`config.mk`:
```
export PLATFORM = sky130hd
export DESIGN_NAME = mdfp_fault_protect
export DESIGN_NICKNAME = d
export VERILOG_FILES = /design/src/rtl/mdfp_pkg.sv /design/src/rtl/mdfp_fault_protect.sv
export VERILOG_INCLUDE_DIRS = /design/src /design/src/rtl
export SDC_FILE = /design/constraint.sdc
export NUM_CORES = 1
export LEC_CHECK = 0
export ABC_CLOCK_PERIOD_IN_PS = 2550
export BUFFER_PORTS_ARGS = -buffer_cell sky130_fd_sc_hd__buf_2
export CORE_ASPECT_RATIO = 1.5
export CORE_MARGIN = 1
export CORE_UTILIZATION = 40
export DETAILED_ROUTE_END_ITERATION = 7
export PLACE_DENSITY = 0.63
export SLEW_MARGIN = 20
export SYNTH_ARGS = -nofsm -noshare
export SYNTH_HDL_FRONTEND = slang
export SYNTH_SLANG_ARGS = --single-unit
```
`constraint.sdc`:
```
create_clock -name mclk -period 2.55 [get_ports mclk]
set_input_delay 0.51 -clock mclk [delete_from_list [all_inputs] [get_ports mclk]]
set_output_delay 0.51 -clock mclk [all_outputs]
set_load 0.02 [all_outputs]
```
`src/rtl/mdfp_regs.svh`:
```
// Timing constants and field positions for the motor driver fault protection block
`ifndef MDFP_REGS_SVH
`define MDFP_REGS_SVH
`define MDFP_CLK_MHZ          100
`define MDFP_MASK_TIME_NS     3000
`define MDFP_MASK_CYC         ((`MDFP_MASK_TIME_NS * `MDFP_CLK_MHZ + 999) / 1000)
`define MDFP_STEPS_HALF       63
`define MDFP_TB_DEF_CYC       1000
`define MDFP_UV_WAIT_MS       100
`define MDFP_UV_WAIT_CYC      (`MDFP_UV_WAIT_MS * `MDFP_CLK_MHZ * 1000)
`define MDFP_DUTY_W           8
`define MDFP_PH_N             6
`define MDFP_HS_MASK          6'h15
`endif

```
`src/rtl/mdfp_pkg.sv`:
```
// Types for the motor driver fault protection block
package mdfp_pkg;
  typedef enum logic [1:0] {
    MDFP_RUN     = 2'b00,
    MDFP_FAULT   = 2'b01,
    MDFP_RESTART = 2'b10,
    MDFP_UVWAIT  = 2'b11
  } mdfp_state_e;
  typedef logic [7:0] mdfp_duty_t;
endpackage : mdfp_pkg

```
`src/rtl/mdfp_fault_protect.sv`:
```
// Fault protection, output gating and duty ramp of the bridge driver
`timescale 1ns/1ps
`include "mdfp_regs.svh"
module mdfp_fault_protect
  import mdfp_pkg::*;
#(
  parameter int unsigned RESTART_TB_CYC = `MDFP_TB_DEF_CYC,
  parameter int unsigned RAMP_TB_CYC    = `MDFP_TB_DEF_CYC,
  parameter int unsigned UV_WAIT_CYC    = `MDFP_UV_WAIT_CYC
) (
  input  wire logic                   mclk,
  input  wire logic                   rstn,
  input  wire logic                   currentLimitFlag,
  input  wire logic [5:0]             overcurrentFlags,
  input  wire logic                   thermalFlag,
  input  wire logic                   motorSupplyUvFlag,
  input  wire logic                   regulatorUvFlag,
  input  wire logic                   pwmOn,
  input  wire logic [5:0]             gateDemand,
  input  wire logic [7:0]             speedCommandDuty,
  output logic      [5:0]             gateOut,
  output logic      [5:0]             gateOe,
  output logic      [7:0]             dutyOut,
  output logic                        overcurrentShutdown,
  output logic                        thermalShutdown,
  output logic                        supplyUndervoltageLockout,
  output logic                        driveEnable
);

  // Two-stage synchronisers for every asynchronous input
  logic [23:0] sync1Q;
  logic [23:0] sync2Q;
  wire  [23:0] rawIn = {speedCommandDuty, gateDemand, pwmOn, regulatorUvFlag, motorSupplyUvFlag,
                        thermalFlag, overcurrentFlags};
  always_ff @(posedge mclk or negedge rstn) begin
    if (!rstn) begin
      sync1Q <= 24'h000000;
      sync2Q <= 24'h000000;
    end else begin
      sync1Q <= rawIn;
      sync2Q <= sync1Q;
    end
  end
  logic limSync1Q;
  logic limSync2Q;
  always_ff @(posedge mclk or negedge rstn) begin
    if (!rstn) begin
      limSync1Q <= 1'b0;
      limSync2Q <= 1'b0;
    end else begin
      limSync1Q <= currentLimitFlag;
      limSync2Q <= limSync1Q;
    end
  end

  wire [5:0] ocS     = sync2Q[5:0];
  wire       tsdS    = sync2Q[6];
  wire       uvS     = sync2Q[7] | sync2Q[8];
  wire       pwmS    = sync2Q[9];
  wire [5:0] demandS = sync2Q[15:10];
  wire [7:0] speedCommandDutyS = sync2Q[23:16];

  localparam logic [8:0] MASK_CYC = 9'(`MDFP_MASK_CYC);

  function automatic logic [8:0] sat_inc(input logic [8:0] v, input logic run);
    sat_inc = !run ? 9'h000 : (v == MASK_CYC) ? v : v + 9'h001;
  endfunction : sat_inc

  // Persistence counters for the two comparator masks
  logic [8:0] limCntQ;
  logic [8:0] ocCntQ;
  wire        ocAny    = |ocS;
  wire        limValid = limSync2Q && (limCntQ == MASK_CYC);
  wire        ocValid  = ocAny && (ocCntQ == MASK_CYC);
  always_ff @(posedge mclk or negedge rstn) begin
    if (!rstn) begin
      limCntQ <= 9'h000;
      ocCntQ  <= 9'h000;
    end else begin
      limCntQ <= uvS ? 9'h000 : sat_inc(limCntQ, limSync2Q);
      ocCntQ  <= uvS ? 9'h000 : sat_inc(ocCntQ, ocAny);
    end
  end

  // High-side blanking holds until the next PWM on edge
  logic pwmPrevQ;
  logic hsOffQ;
  wire  pwmRise = pwmS && !pwmPrevQ;
  always_ff @(posedge mclk or negedge rstn) begin
    if (!rstn) begin
      pwmPrevQ <= 1'b0;
      hsOffQ   <= 1'b0;
    end else begin
      pwmPrevQ <= pwmS;
      if (uvS) begin
        hsOffQ <= 1'b0;
      end else if (limValid) begin
        hsOffQ <= 1'b1;
      end else if (pwmRise) begin
        hsOffQ <= 1'b0;
      end
    end
  end

  // Timebase divider: 31.5 periods equals 63 half periods
  localparam int unsigned HALF_CYC = (RESTART_TB_CYC / 2 < 1) ? 1 : RESTART_TB_CYC / 2;
  localparam int unsigned RHALF    = (RAMP_TB_CYC / 2 < 1) ? 1 : RAMP_TB_CYC / 2;
  localparam logic [6:0]  STEPS    = 7'(`MDFP_STEPS_HALF);

  mdfp_state_e stateQ;
  mdfp_state_e stateD;
  logic [31:0] tbCntQ;
  logic [6:0]  halfCntQ;
  logic        ocLatchQ;
  logic        tsdLatchQ;
  wire         tbTick = (tbCntQ == 32'(HALF_CYC - 1));
  wire         uvDone = (tbCntQ == 32'(UV_WAIT_CYC - 1));
  wire         causeActive = ocValid | tsdS;
  wire         restartDone = tbTick && (halfCntQ == STEPS - 7'h01);

  always_comb begin
    stateD = stateQ;
    unique case (stateQ)
      MDFP_RUN:     if (causeActive) stateD = MDFP_FAULT;
      MDFP_FAULT:   if (!ocAny && !tsdS) stateD = MDFP_RESTART;
      MDFP_RESTART: begin
        if (causeActive) stateD = MDFP_FAULT;
        else if (restartDone) stateD = MDFP_RUN;
      end
      MDFP_UVWAIT:  if (uvDone) stateD = MDFP_RUN;
    endcase
    if (uvS) stateD = MDFP_UVWAIT;
  end

  always_ff @(posedge mclk or negedge rstn) begin
    if (!rstn) begin
      stateQ    <= MDFP_UVWAIT;
      tbCntQ    <= 32'h00000000;
      halfCntQ  <= 7'h00;
      ocLatchQ  <= 1'b0;
      tsdLatchQ <= 1'b0;
    end else begin
      stateQ <= stateD;
      if (stateD != stateQ || uvS) begin
        tbCntQ   <= 32'h00000000;
        halfCntQ <= 7'h00;
      end else if (stateQ == MDFP_UVWAIT) begin
        tbCntQ <= tbCntQ + 32'h00000001;
      end else if (stateQ == MDFP_RESTART) begin
        tbCntQ <= tbTick ? 32'h00000000 : tbCntQ + 32'h00000001;
        if (tbTick) halfCntQ <= halfCntQ + 7'h01;
      end
      ocLatchQ  <= uvS ? 1'b0 : ocValid | (ocLatchQ && stateQ != MDFP_RUN && stateD != MDFP_RUN);
      tsdLatchQ <= uvS ? 1'b0 : tsdS | (tsdLatchQ && stateQ != MDFP_RUN && stateD != MDFP_RUN);
    end
  end

  // Duty ramp: one LSB step per ramp tick while command is above output
  localparam logic [31:0] RAMP_STEP = 32'((RHALF * `MDFP_STEPS_HALF) / 256 < 1 ? 1 :
                                          (RHALF * `MDFP_STEPS_HALF) / 256);
  logic [31:0] rampCntQ;
  logic [7:0]  dutyQ;
  wire         rampTick = (rampCntQ == RAMP_STEP - 32'h00000001);
  always_ff @(posedge mclk or negedge rstn) begin
    if (!rstn) begin
      rampCntQ <= 32'h00000000;
      dutyQ    <= 8'h00;
    end else if (uvS || stateQ != MDFP_RUN) begin
      rampCntQ <= 32'h00000000;
      dutyQ    <= 8'h00;
    end else if (speedCommandDutyS <= dutyQ) begin
      rampCntQ <= 32'h00000000;
      dutyQ    <= speedCommandDutyS;
    end else begin
      rampCntQ <= rampTick ? 32'h00000000 : rampCntQ + 32'h00000001;
      if (rampTick) dutyQ <= dutyQ + 8'h01;
    end
  end

  // Output gating; outputs registered so shutdown reaches pins one cycle later
  wire       runOk   = (stateQ == MDFP_RUN) && !causeActive && !uvS;
  wire [5:0] hsMask  = hsOffQ ? 6'(`MDFP_HS_MASK) : 6'h00;
  wire [5:0] gateEn  = runOk ? ~hsMask : 6'h00;
  always_ff @(posedge mclk or negedge rstn) begin
    if (!rstn) begin
      gateOut                   <= 6'h00;
      gateOe                    <= 6'h00;
      dutyOut                   <= 8'h00;
      overcurrentShutdown       <= 1'b0;
      thermalShutdown           <= 1'b0;
      supplyUndervoltageLockout <= 1'b1;
      driveEnable               <= 1'b0;
    end else begin
      gateOut                   <= demandS & gateEn;
      gateOe                    <= gateEn;
      dutyOut                   <= dutyQ;
      overcurrentShutdown       <= ocLatchQ;
      thermalShutdown           <= tsdLatchQ;
      supplyUndervoltageLockout <= uvS;
      driveEnable               <= runOk;
    end
  end

endmodule : mdfp_fault_protect

```
**After elaboration in Yosys (flattened, before gate mapping)**

Cells that the tools add are included.

- Flip-flop bits (word level): 177
- Input bits: 27
- Word-level logic and storage cells: 110
- Output and inout bits: 24

- Magnitude comparators: 1
- Equality and inequality tests: 13
- Add/subtract/negate cells: 6
- Mux-type cells: 34
- Reductions and logical operators: 28
- Bitwise gates (word level): 6

Operator list:

| cell | number |
|---|---|
| $mux W32 | 7 |
| $add A32 B1 Y32 const B | 2 |
| $mux W9 | 6 |
| $eq A32 B24 Y1 const B | 1 |
| $eq A32 B7 Y1 const B | 1 |
| $eq A32 B9 Y1 const B | 1 |
| $mux W7 | 4 |
| $mux W8 | 3 |
| $add A9 B1 Y9 const B | 2 |
| $eq A9 B9 Y1 const B | 2 |
| $mux W2 | 6 |
| $logic_and A1 B1 Y1 | 11 |
| $reduce_bool A3 Y1 | 3 |
| $add A8 B1 Y8 const B | 1 |
| $le A8 B8 Y1 | 1 |
| $pmux W2 S4 | 1 |
| $reduce_bool A2 Y1 | 4 |
| $add A7 B1 Y7 const B | 1 |
| $eq A7 B6 Y1 const B | 1 |
| $and A6 B6 Y6 | 1 |
| $mux W6 | 1 |
| $ne A3 B3 Y1 const B | 2 |
| $not A5 Y6 | 1 |
| $reduce_or A6 Y1 | 1 |
| 11 further kinds | 24 |

**Logic depth before layout (Yosys ltp)**

Gate-level depths: netlist of the first run.

- Word-level depth: 10
- Depth in mapped cells: 10
- Mapped depth without buffers: 7

**Least setup slack after synthesis of the first run**

No wires, ideal clock.

- Path kind: register to register
- Start: reg tbCntQ[0]
- End: reg halfCntQ[0]
- Path buffers: 2
- Library setup time: 0.156 ns
- Arrival: 2.246 ns
- Setup slack: 0.148 ns
- Stages on the path, launching flop included: 9
- Required time: 2.394 ns
- Period minus slack after synthesis: 2.402 ns
- Path through: dfrtp_1 -> ha_1 -> nand3_1 -> or4_1 -> or3_1 -> a32oi_1 -> buf_2 -> buf_2 -> nor3_1

- Cells in the longest elaborated chain, start to end: 10
- Elaborated cells between the ends (all ways): 15
- Classes of those cells: eq/ne: 4; mux: 6; reduce/logical: 5

RTL lines:

| what | line | RTL |
|---|---|---|
| start, declared | mdfp_fault_protect.sv:112 | `logic [31:0] tbCntQ;` |
| start signal, assigned | mdfp_fault_protect.sv:148 | `tbCntQ <= tbCntQ + 32'h00000001;` |
| start signal, assigned | mdfp_fault_protect.sv:150 | `tbCntQ <= tbTick ? 32'h00000000 : tbCntQ + 32'h00000001;` |
| $eq A32 B9 Y1 | mdfp_fault_protect.sv:116 | `wire tbTick = (tbCntQ == 32'(HALF_CYC - 1));` |
| $logic_and A1 B1 Y1 | mdfp_fault_protect.sv:119 | `wire restartDone = tbTick && (halfCntQ == STEPS - 7'h01);` |
| $mux W2 | mdfp_fault_protect.sv:128 | `else if (restartDone) stateD = MDFP_RUN;` |
| $mux W2 | mdfp_fault_protect.sv:127 | `if (causeActive) stateD = MDFP_FAULT;` |
| $pmux W2 S4 | mdfp_fault_protect.sv:123 | `unique case (stateQ)` |
| $mux W2 | mdfp_fault_protect.sv:132 | `if (uvS) stateD = MDFP_UVWAIT;` |
| $ne A2 B2 Y1 | mdfp_fault_protect.sv:144 | `if (stateD != stateQ \|\| uvS) begin` |
| $logic_or A1 B1 Y1 | mdfp_fault_protect.sv:144 |  |
| $ne A2 B2 Y1 (no source line) or $reduce_bool A2 Y1 (tied branches) | - |  |
| $reduce_and A3 Y1 (no source line) | - |  |
| end signal, assigned | mdfp_fault_protect.sv:151 | `if (tbTick) halfCntQ <= halfCntQ + 7'h01;` |
| end, declared | mdfp_fault_protect.sv:113 | `logic [6:0] halfCntQ;` |

Parallel ways exist; a longest one is shown, timed or not.
A chain may end at the register's enable or synchronous reset.

**Final worst setup path of the first run**

- Start: reg tbCntQ[0]
- End: reg tbCntQ[1]

- Cells in the longest elaborated chain, start to end: 9
- Elaborated cells between the ends (all ways): 16
- Classes of those cells: add/sub: 1; eq/ne: 3; mux: 9; reduce/logical: 3

RTL lines:

| what |
|---|
| branches (longest 9 deep; another with $add A32 B1 Y32) |

Several ways; the timed one is not identified. The select of a mux whose other input is x is not followed.

==> results.md, run 1 <==
- Status: finished, final reports clean
- Dpl ws: 0.05902 ns
- Routed wire length per instance: 14.95 um
- Critical path capture point type: register
- Sum Neg Setup Slack: 0 ns
- Gr ovfl total: 0
- Chip height: 170.5 um
- I/O Pins: 51
- Sequential area share after synthesis: 0.5688
- Critical Path Start: tbCntQ[0]
- Register bit total from synthesis: 172
- Post-route insts no fill: 1045
- Placed instance count: 1013
- Worst EP required: 2.85 ns
- CP max FO: 20
- Inserted Diodes: 0
- Clock sinks: 172
- Vias after detailed routing: 5534
- Synthesized area per cell: 10.82 um^2
- WS Path Type: reg2reg
- RSZ-0062 raised after global routing: true
- Final setup fails: 0
- Leakage: 3.731 nW
- Final WS setup: 0.1314 ns
- Setup repair bufs after CTS: 0
- Number of antenna violations at the first check in global routing: 0
- Starting Density: 0.4084
- Peak supply drop: 454.7 uV
- HPWL after DPL: 10950 um
- Power Density: 610.4 nW/um^2
- Clock Latency Late Sink: 0.43 ns
- Ys Warns: 0
- First-pass GRT wire length: 26590 um
- R2r startpoint: tbCntQ[0]
- Peak Freq: 413.5 MHz
- Root buffer cell: clkbuf_16
- Synth Net Count: 745
- Post-synth EDFFs: 0
- Max_cap viols: 0
- Crit path time final: 2.419 ns
- Remaining DRCs: 0
- Die area: 19500 um^2
- Synth async-reset ratio: 1.000
- Top FF cell, synth: dfrtp_1
- Part of the cycle the worst path needs: 0.9485
- IO buf count: 50
- First drt pass iteration count: 4
- Netlist cell types: 49
- Rows: 61
- Largest net degree at the start of global routing: 61
- Clock tree from TritonCTS: yes
- Nets: 825
- GR Util All Layers: 0.1746
- Total CTS buffers: 17
- CTS resizes: 0
- Core ar.: 18550 um^2
- GP Congestion: 0.8085
- Worst EP arrival: 2.72 ns
- Hold Vio Cnt, Final: 0
- Slew margin rel.: 0.5420
- Final core occ: 0.4830
- P&R area growth vs syn: 18.27%
- Max Slew Vio Count: 0
- DRT antenna net count: 0
- Hold Path Class: in2async
- Post-Synthesis Cells: 700
- Critical path startpoint category: register
- Iteration-0 DRC Markers: 267
- Slew @ Worst Pin: 0.6845 ns
- Vias in the first global route: 5555
- Via density: 5.296
- Clk slew on worst S/H paths: 0.07 ns
- Worst Skew: 0.009121 ns
- Synthesized cell area: 7574 um^2
- Cts hold-fix bufs: 0
- DIE WIDTH: 114.4 um
- Htree depth: 4
- Hold slack final: 0.04525 ns
- Clock Path Buffers: 2
- Layout cells sized above 1: 0.1690
- DRT Wirelength: 15630 um
==> metal layers <==
layer | track usage | part of all wire | up-vias | wire, um
met2 | 0.3083 | 0.52 | 76 | 8145
met5 | 0 | 0 | - | 0
li1 | - | - | 2685 | -
met3 | 0.04109 | 0.029 | 33 | 449
met1 | 0.2010 | 0.43 | 2740 | 6644
met4 | 0.07397 | 0.025 | 0 | 386
==> final cells by class <==
cell class	instances	area [um^2]
Timing Repair Buffer	87	575.6
Fill cell	1731	9589
Inverter	34	127.6
Sequential cell	172	4308
Clock buffer	17	425.4
Tap cell	252	315.3
Multi-Input combinational cell	468	3058
Clock inverter	15	147.6
==> worst paths after layout <==
kind / slack (ns) / end / cells after the start
worst min-delay path: 0.05 / sync2Q[5] / 1
worst min register to register: 0.35 / sync2Q[4] / 0
worst max register to register: 0.13 / tbCntQ[1] / 7
worst max-delay path: 0.13 / tbCntQ[1] / 7
min in group mclk: 0.17 / sync1Q[21] / 1
max in group asynchronous: 1.83 / supplyUndervoltageLockout / 2
==> cells in the mapped netlist (16+ instances only) <==
library cell	count	area, um^2
nand3_1	36	180.2
or3_1	23	143.9
inv_1	34	127.6
nor3_1	25	125.1
xnor2_1	30	262.8
nor2_1	62	232.7
and3_1	16	100.1
nand4_1	25	156.4
o21ai_0	34	170.2
nor4_1	25	156.4
dfrtp_1	169	4229
a211oi_1	28	210.2
ha_1	18	225.2
nand2_1	29	108.9
xor2_1	31	271.5
clkbuf_1	17	63.81
==> cell usage in the layout, fill, tap and decap left out, types with 4 or more instances in the layout <==
cell type  synthesis  final
dfrtp_1          169    169
inv_1             34     34
nor4_1            25     24
nand4_1           25     25
a21oi_1           13     13
inv_8              0      7
o21ai_0           34     34
ha_1              18     18
a211oi_1          28     28
xnor2_1           30     30
and3_1            16     16
buf_4              6     33
nor3b_1            6      6
or4_1              8      8
o31ai_1            7      7
nor2_1            62     62
xor2_1            31     31
and4_1             5      5
or3_1             23     23
clkbuf_16          0     17
buf_2              3     49
mux2i_1            6      6
nor3_1            25     24
or2_2              4      4
nand3_1           36     36
nand2_1           29     29
==> metrics by stage <==
stage | area, um^2 | power [W]
2_1_floorplan | 7574 | 0.002898
3_3_place_gp | 8363 | 0.003012
3_5_place_dp | 8363 | 0.003015
4_1_cts | 8936 | 0.005537
5_1_grt | 8957 | 0.005646
6_report | 8957 | 0.005467
==> report_power, final <==
group	internal, W	switching, W	total (W)
clock network	0.00131	0.00120	0.00251
registers	0.00277	0.0000187	0.00279
logic	0.0000536	0.000110	0.000163
==> registers in the layout (all words and copies together), names as in the netlist <==
| name | count |
|---|---|
| gateOut | 6 |
| supplyUndervoltageLockout | 1 |
| limCntQ | 9 |
| rampCntQ | 32 |
| stateQ | 2 |
| limSync1Q | 1 |
| hsOffQ | 1 |
| halfCntQ | 7 |
| tsdLatchQ | 1 |
| dutyQ | 8 |
| pwmPrevQ | 1 |
| thermalShutdown | 1 |
| sync2Q | 24 |
| ocCntQ | 9 |
| tbCntQ | 32 |
| limSync2Q | 1 |
| overcurrentShutdown | 1 |
| dutyOut | 8 |
| gateOe | 2 |
| ocLatchQ | 1 |
| sync1Q | 24 |
==> kinds of logic after synthesis <==
logic type                 after synthesis  synth area share
adders and majority gates               18           0.02974
DFF                                    172            0.5688
AOI/OAI and AO/OA                      103           0.08872
xor gates and xnor gates                61           0.07054
and+or+nand+nor                        280            0.2011
buffers and inverters                   60           0.03321
muxes                                    6          0.007930
==> critical path: stages, from the launching register on <==
cell,delay [ns]
dfrtp_1,0.41
ha_1,0.24
nand3_1,0.11
or4_1,0.55
or3_1,0.38
a32oi_2,0.21
buf_4,0.29
nor3_1,0.10
Note: power is estimated with default switching activity, not from simulation.
==> run 2, diff against run 1 <==
--- a/config.mk
+++ b/config.mk
@@ -13,6 +13,7 @@
 export CORE_UTILIZATION = 40
 export DETAILED_ROUTE_END_ITERATION = 7
 export PLACE_DENSITY = 0.63
+export SETUP_SLACK_MARGIN = 0.5
 export SLEW_MARGIN = 20
 export SYNTH_ARGS = -nofsm -noshare
 export SYNTH_HDL_FRONTEND = slang
==> run 2 against run 1 <==
Against the previous run:
- setup slack improved by 0.072 ns
- clock skew increased by 0.00060 ns
- largest cell class unchanged
- first-iteration DRC count increased by 30%
- utilization increased by 6.1 points
- fmax increased by 3.1%
- register-to-register slack improved by 0.07 ns
- via count increased by 9.3%
- count of clock-buffer cells in the layout increased by 3
- non-clock buffer count increased by 44
- sequential power about the same
==> results.md, run 2 (synthesis gave the netlist of run 1 again) <==
- Status: finished, final reports clean
- Part of the cycle the worst path needs: 0.9201
- Worst EP arrival: 2.68 ns
- DRT antenna net count: 0
- Max_cap viols: 0
- P&R area growth vs syn: 33.22%
- Crit path time final: 2.346 ns
- Inserted Diodes: 0
- Die area: 19500 um^2
- Final core occ: 0.5440
- Peak supply drop: 423.8 uV
- Routed wire length per instance: 16.94 um
- GR Util All Layers: 0.1893
- CP max FO: 7
- Worst Skew: 0.009720 ns
- Hold Vio Cnt, Final: 0
- Remaining DRCs: 0
- Core ar.: 18550 um^2
- Final setup fails: 0
- First drt pass iteration count: 5
- Clock Latency Late Sink: 0.43 ns
- Largest regs: rampCntQ (32), tbCntQ (32)
- R2r endpoint: tbCntQ[29]
- Slew margin rel.: 0.5301
- Nets: 869
- Power Density: 569.3 nW/um^2
- Gr ovfl total: 0
- Clock tree from TritonCTS: yes
- R2R Setup Slk: 0.20 ns
- First-pass GRT wire length: 29090 um
- DRT Wirelength: 18450 um
- RSZ-0062 raised after global routing: true
- Layout fillers: 1516
- Rows: 61
- Worst EP required: 2.89 ns
- Commonest non-fill, non-tap cell in the layout: dfrtp_1
- GP Congestion: 0.8534
- Clock sinks: 172
- Htree depth: 4
- Sum Neg Setup Slack: 0 ns
- Total CTS buffers: 17
- Vias after detailed routing: 6049
- Number of antenna violations at the first check in global routing: 0
- Post-route insts no fill: 1089
- Max Slew Vio Count: 0
- Clk slew on worst S/H paths: 0.07 ns
- Layout cells sized above 1: 0.3262
- Via density: 5.555
- Root buffer cell: clkbuf_16
- Commonest cells after routing, fill and taps aside: dfrtp_1 (160), nor2_1 (58), buf_4 (55)
- R2r startpoint: tbCntQ[1]
- Starting Density: 0.4084
- Largest net degree at the start of global routing: 56
- Vias in the first global route: 6130
- Hold Path Class: in2async
- Critical path startpoint category: register
- WS Path Type: reg2reg
- DIE WIDTH: 114.4 um
- Hold slack final: 0.02351 ns
- Clock Path Buffers: 2
- FF-to-FF path depth: 8
- Placed instance count: 1002
- IO buf count: 50
- Chip height: 170.5 um
- Iteration-0 DRC Markers: 348
- HPWL after DPL: 10850 um
- Peak Freq: 426.2 MHz
- Critical path capture point type: register
- Slew @ Worst Pin: 0.7023 ns
- Leakage: 4.108 nW
- I/O Pins: 51
[run 2: changes by cell type in the layout (fill, tap and decap cells not counted), moves of 10 or more]
cell and change:
a211oi_1 -25, nor3_2 +11, buf_6 +11, nor4_1 -10
buf_4 +22, nor3_1 -13, a211oi_2 +25
[run 2: final cells by class]
cell class	instances	area [um^2]	share of cell area
Sequential cell	172	4319	0.4281
Timing Repair Buffer	131	1142	0.1132
Clock buffer	20	456.7	0.04526
Inverter	34	127.6	0.01265
Tap cell	252	315.3	0.03125
Multi-Input combinational cell	468	3568	0.3537
Clock inverter	12	160.2	0.01587
[run 2: what timing repair did]
| action | in CTS | in global routing |
|---|---|---|
| gates resized for setup | 35 | 69 |
| pin swaps | 13 | 19 |
| endpoints found under the setup margin | 77 | 84 |
| buffers inserted | 27 | 18 |
| cloned | 5 | 5 |
| hold buffers | 0 | 0 |
[run 2: how the worst max path moves through the flow]
stage                    from    endpoint  slack, ns  cells past startpoint
floorplan           ocCntQ[7]  tbCntQ[31]       0.28                      7
global placement    ocCntQ[7]  tbCntQ[23]       0.23                      6
detailed placement  ocCntQ[7]  tbCntQ[23]       0.18                      6
CTS                 ocCntQ[7]  tbCntQ[26]       0.27                      7
global route        tbCntQ[1]  tbCntQ[23]       0.12                      7
finish              tbCntQ[1]  tbCntQ[29]       0.20                      8
[run 2: per-layer routing]
metal | wire (um) | vias up | share of wire | global-route usage
met5 | 0 | - | 0 | 0
met4 | 585 | 0 | 0.032 | 0.09486
met3 | 749 | 57 | 0.041 | 0.03401
met2 | 9865 | 203 | 0.53 | 0.3331
met1 | 7246 | 3022 | 0.39 | 0.2199
li1 | - | 2767 | - | -
[run 2: critical path: stages, from the launching register on]
cell and delay (ns):
dfrtp_1 0.41, buf_4 0.14, buf_4 0.11, nand4_1 0.28, nor4_2 0.36, o311ai_4 0.23
buf_6 0.19, or3_1 0.35, a211oi_2 0.21
[run 2: stage by stage]
step                area (um^2)  total power (W)  worst slack (ns)
floorplan                  7796         0.002916            0.2786
global placement           8446         0.003018            0.2335
detailed placement         8446         0.003028            0.1773
CTS                        9527         0.005769            0.2683
global route              10090         0.005943            0.1182
finish                    10090         0.005744            0.2037
[run 2: report_power, final]
group	internal, W	total [W]	switching, W
combinational	0.000112	0.000252	0.000140
sequential	0.00278	0.00280	0.0000210
clock	0.00160	0.00270	0.00109
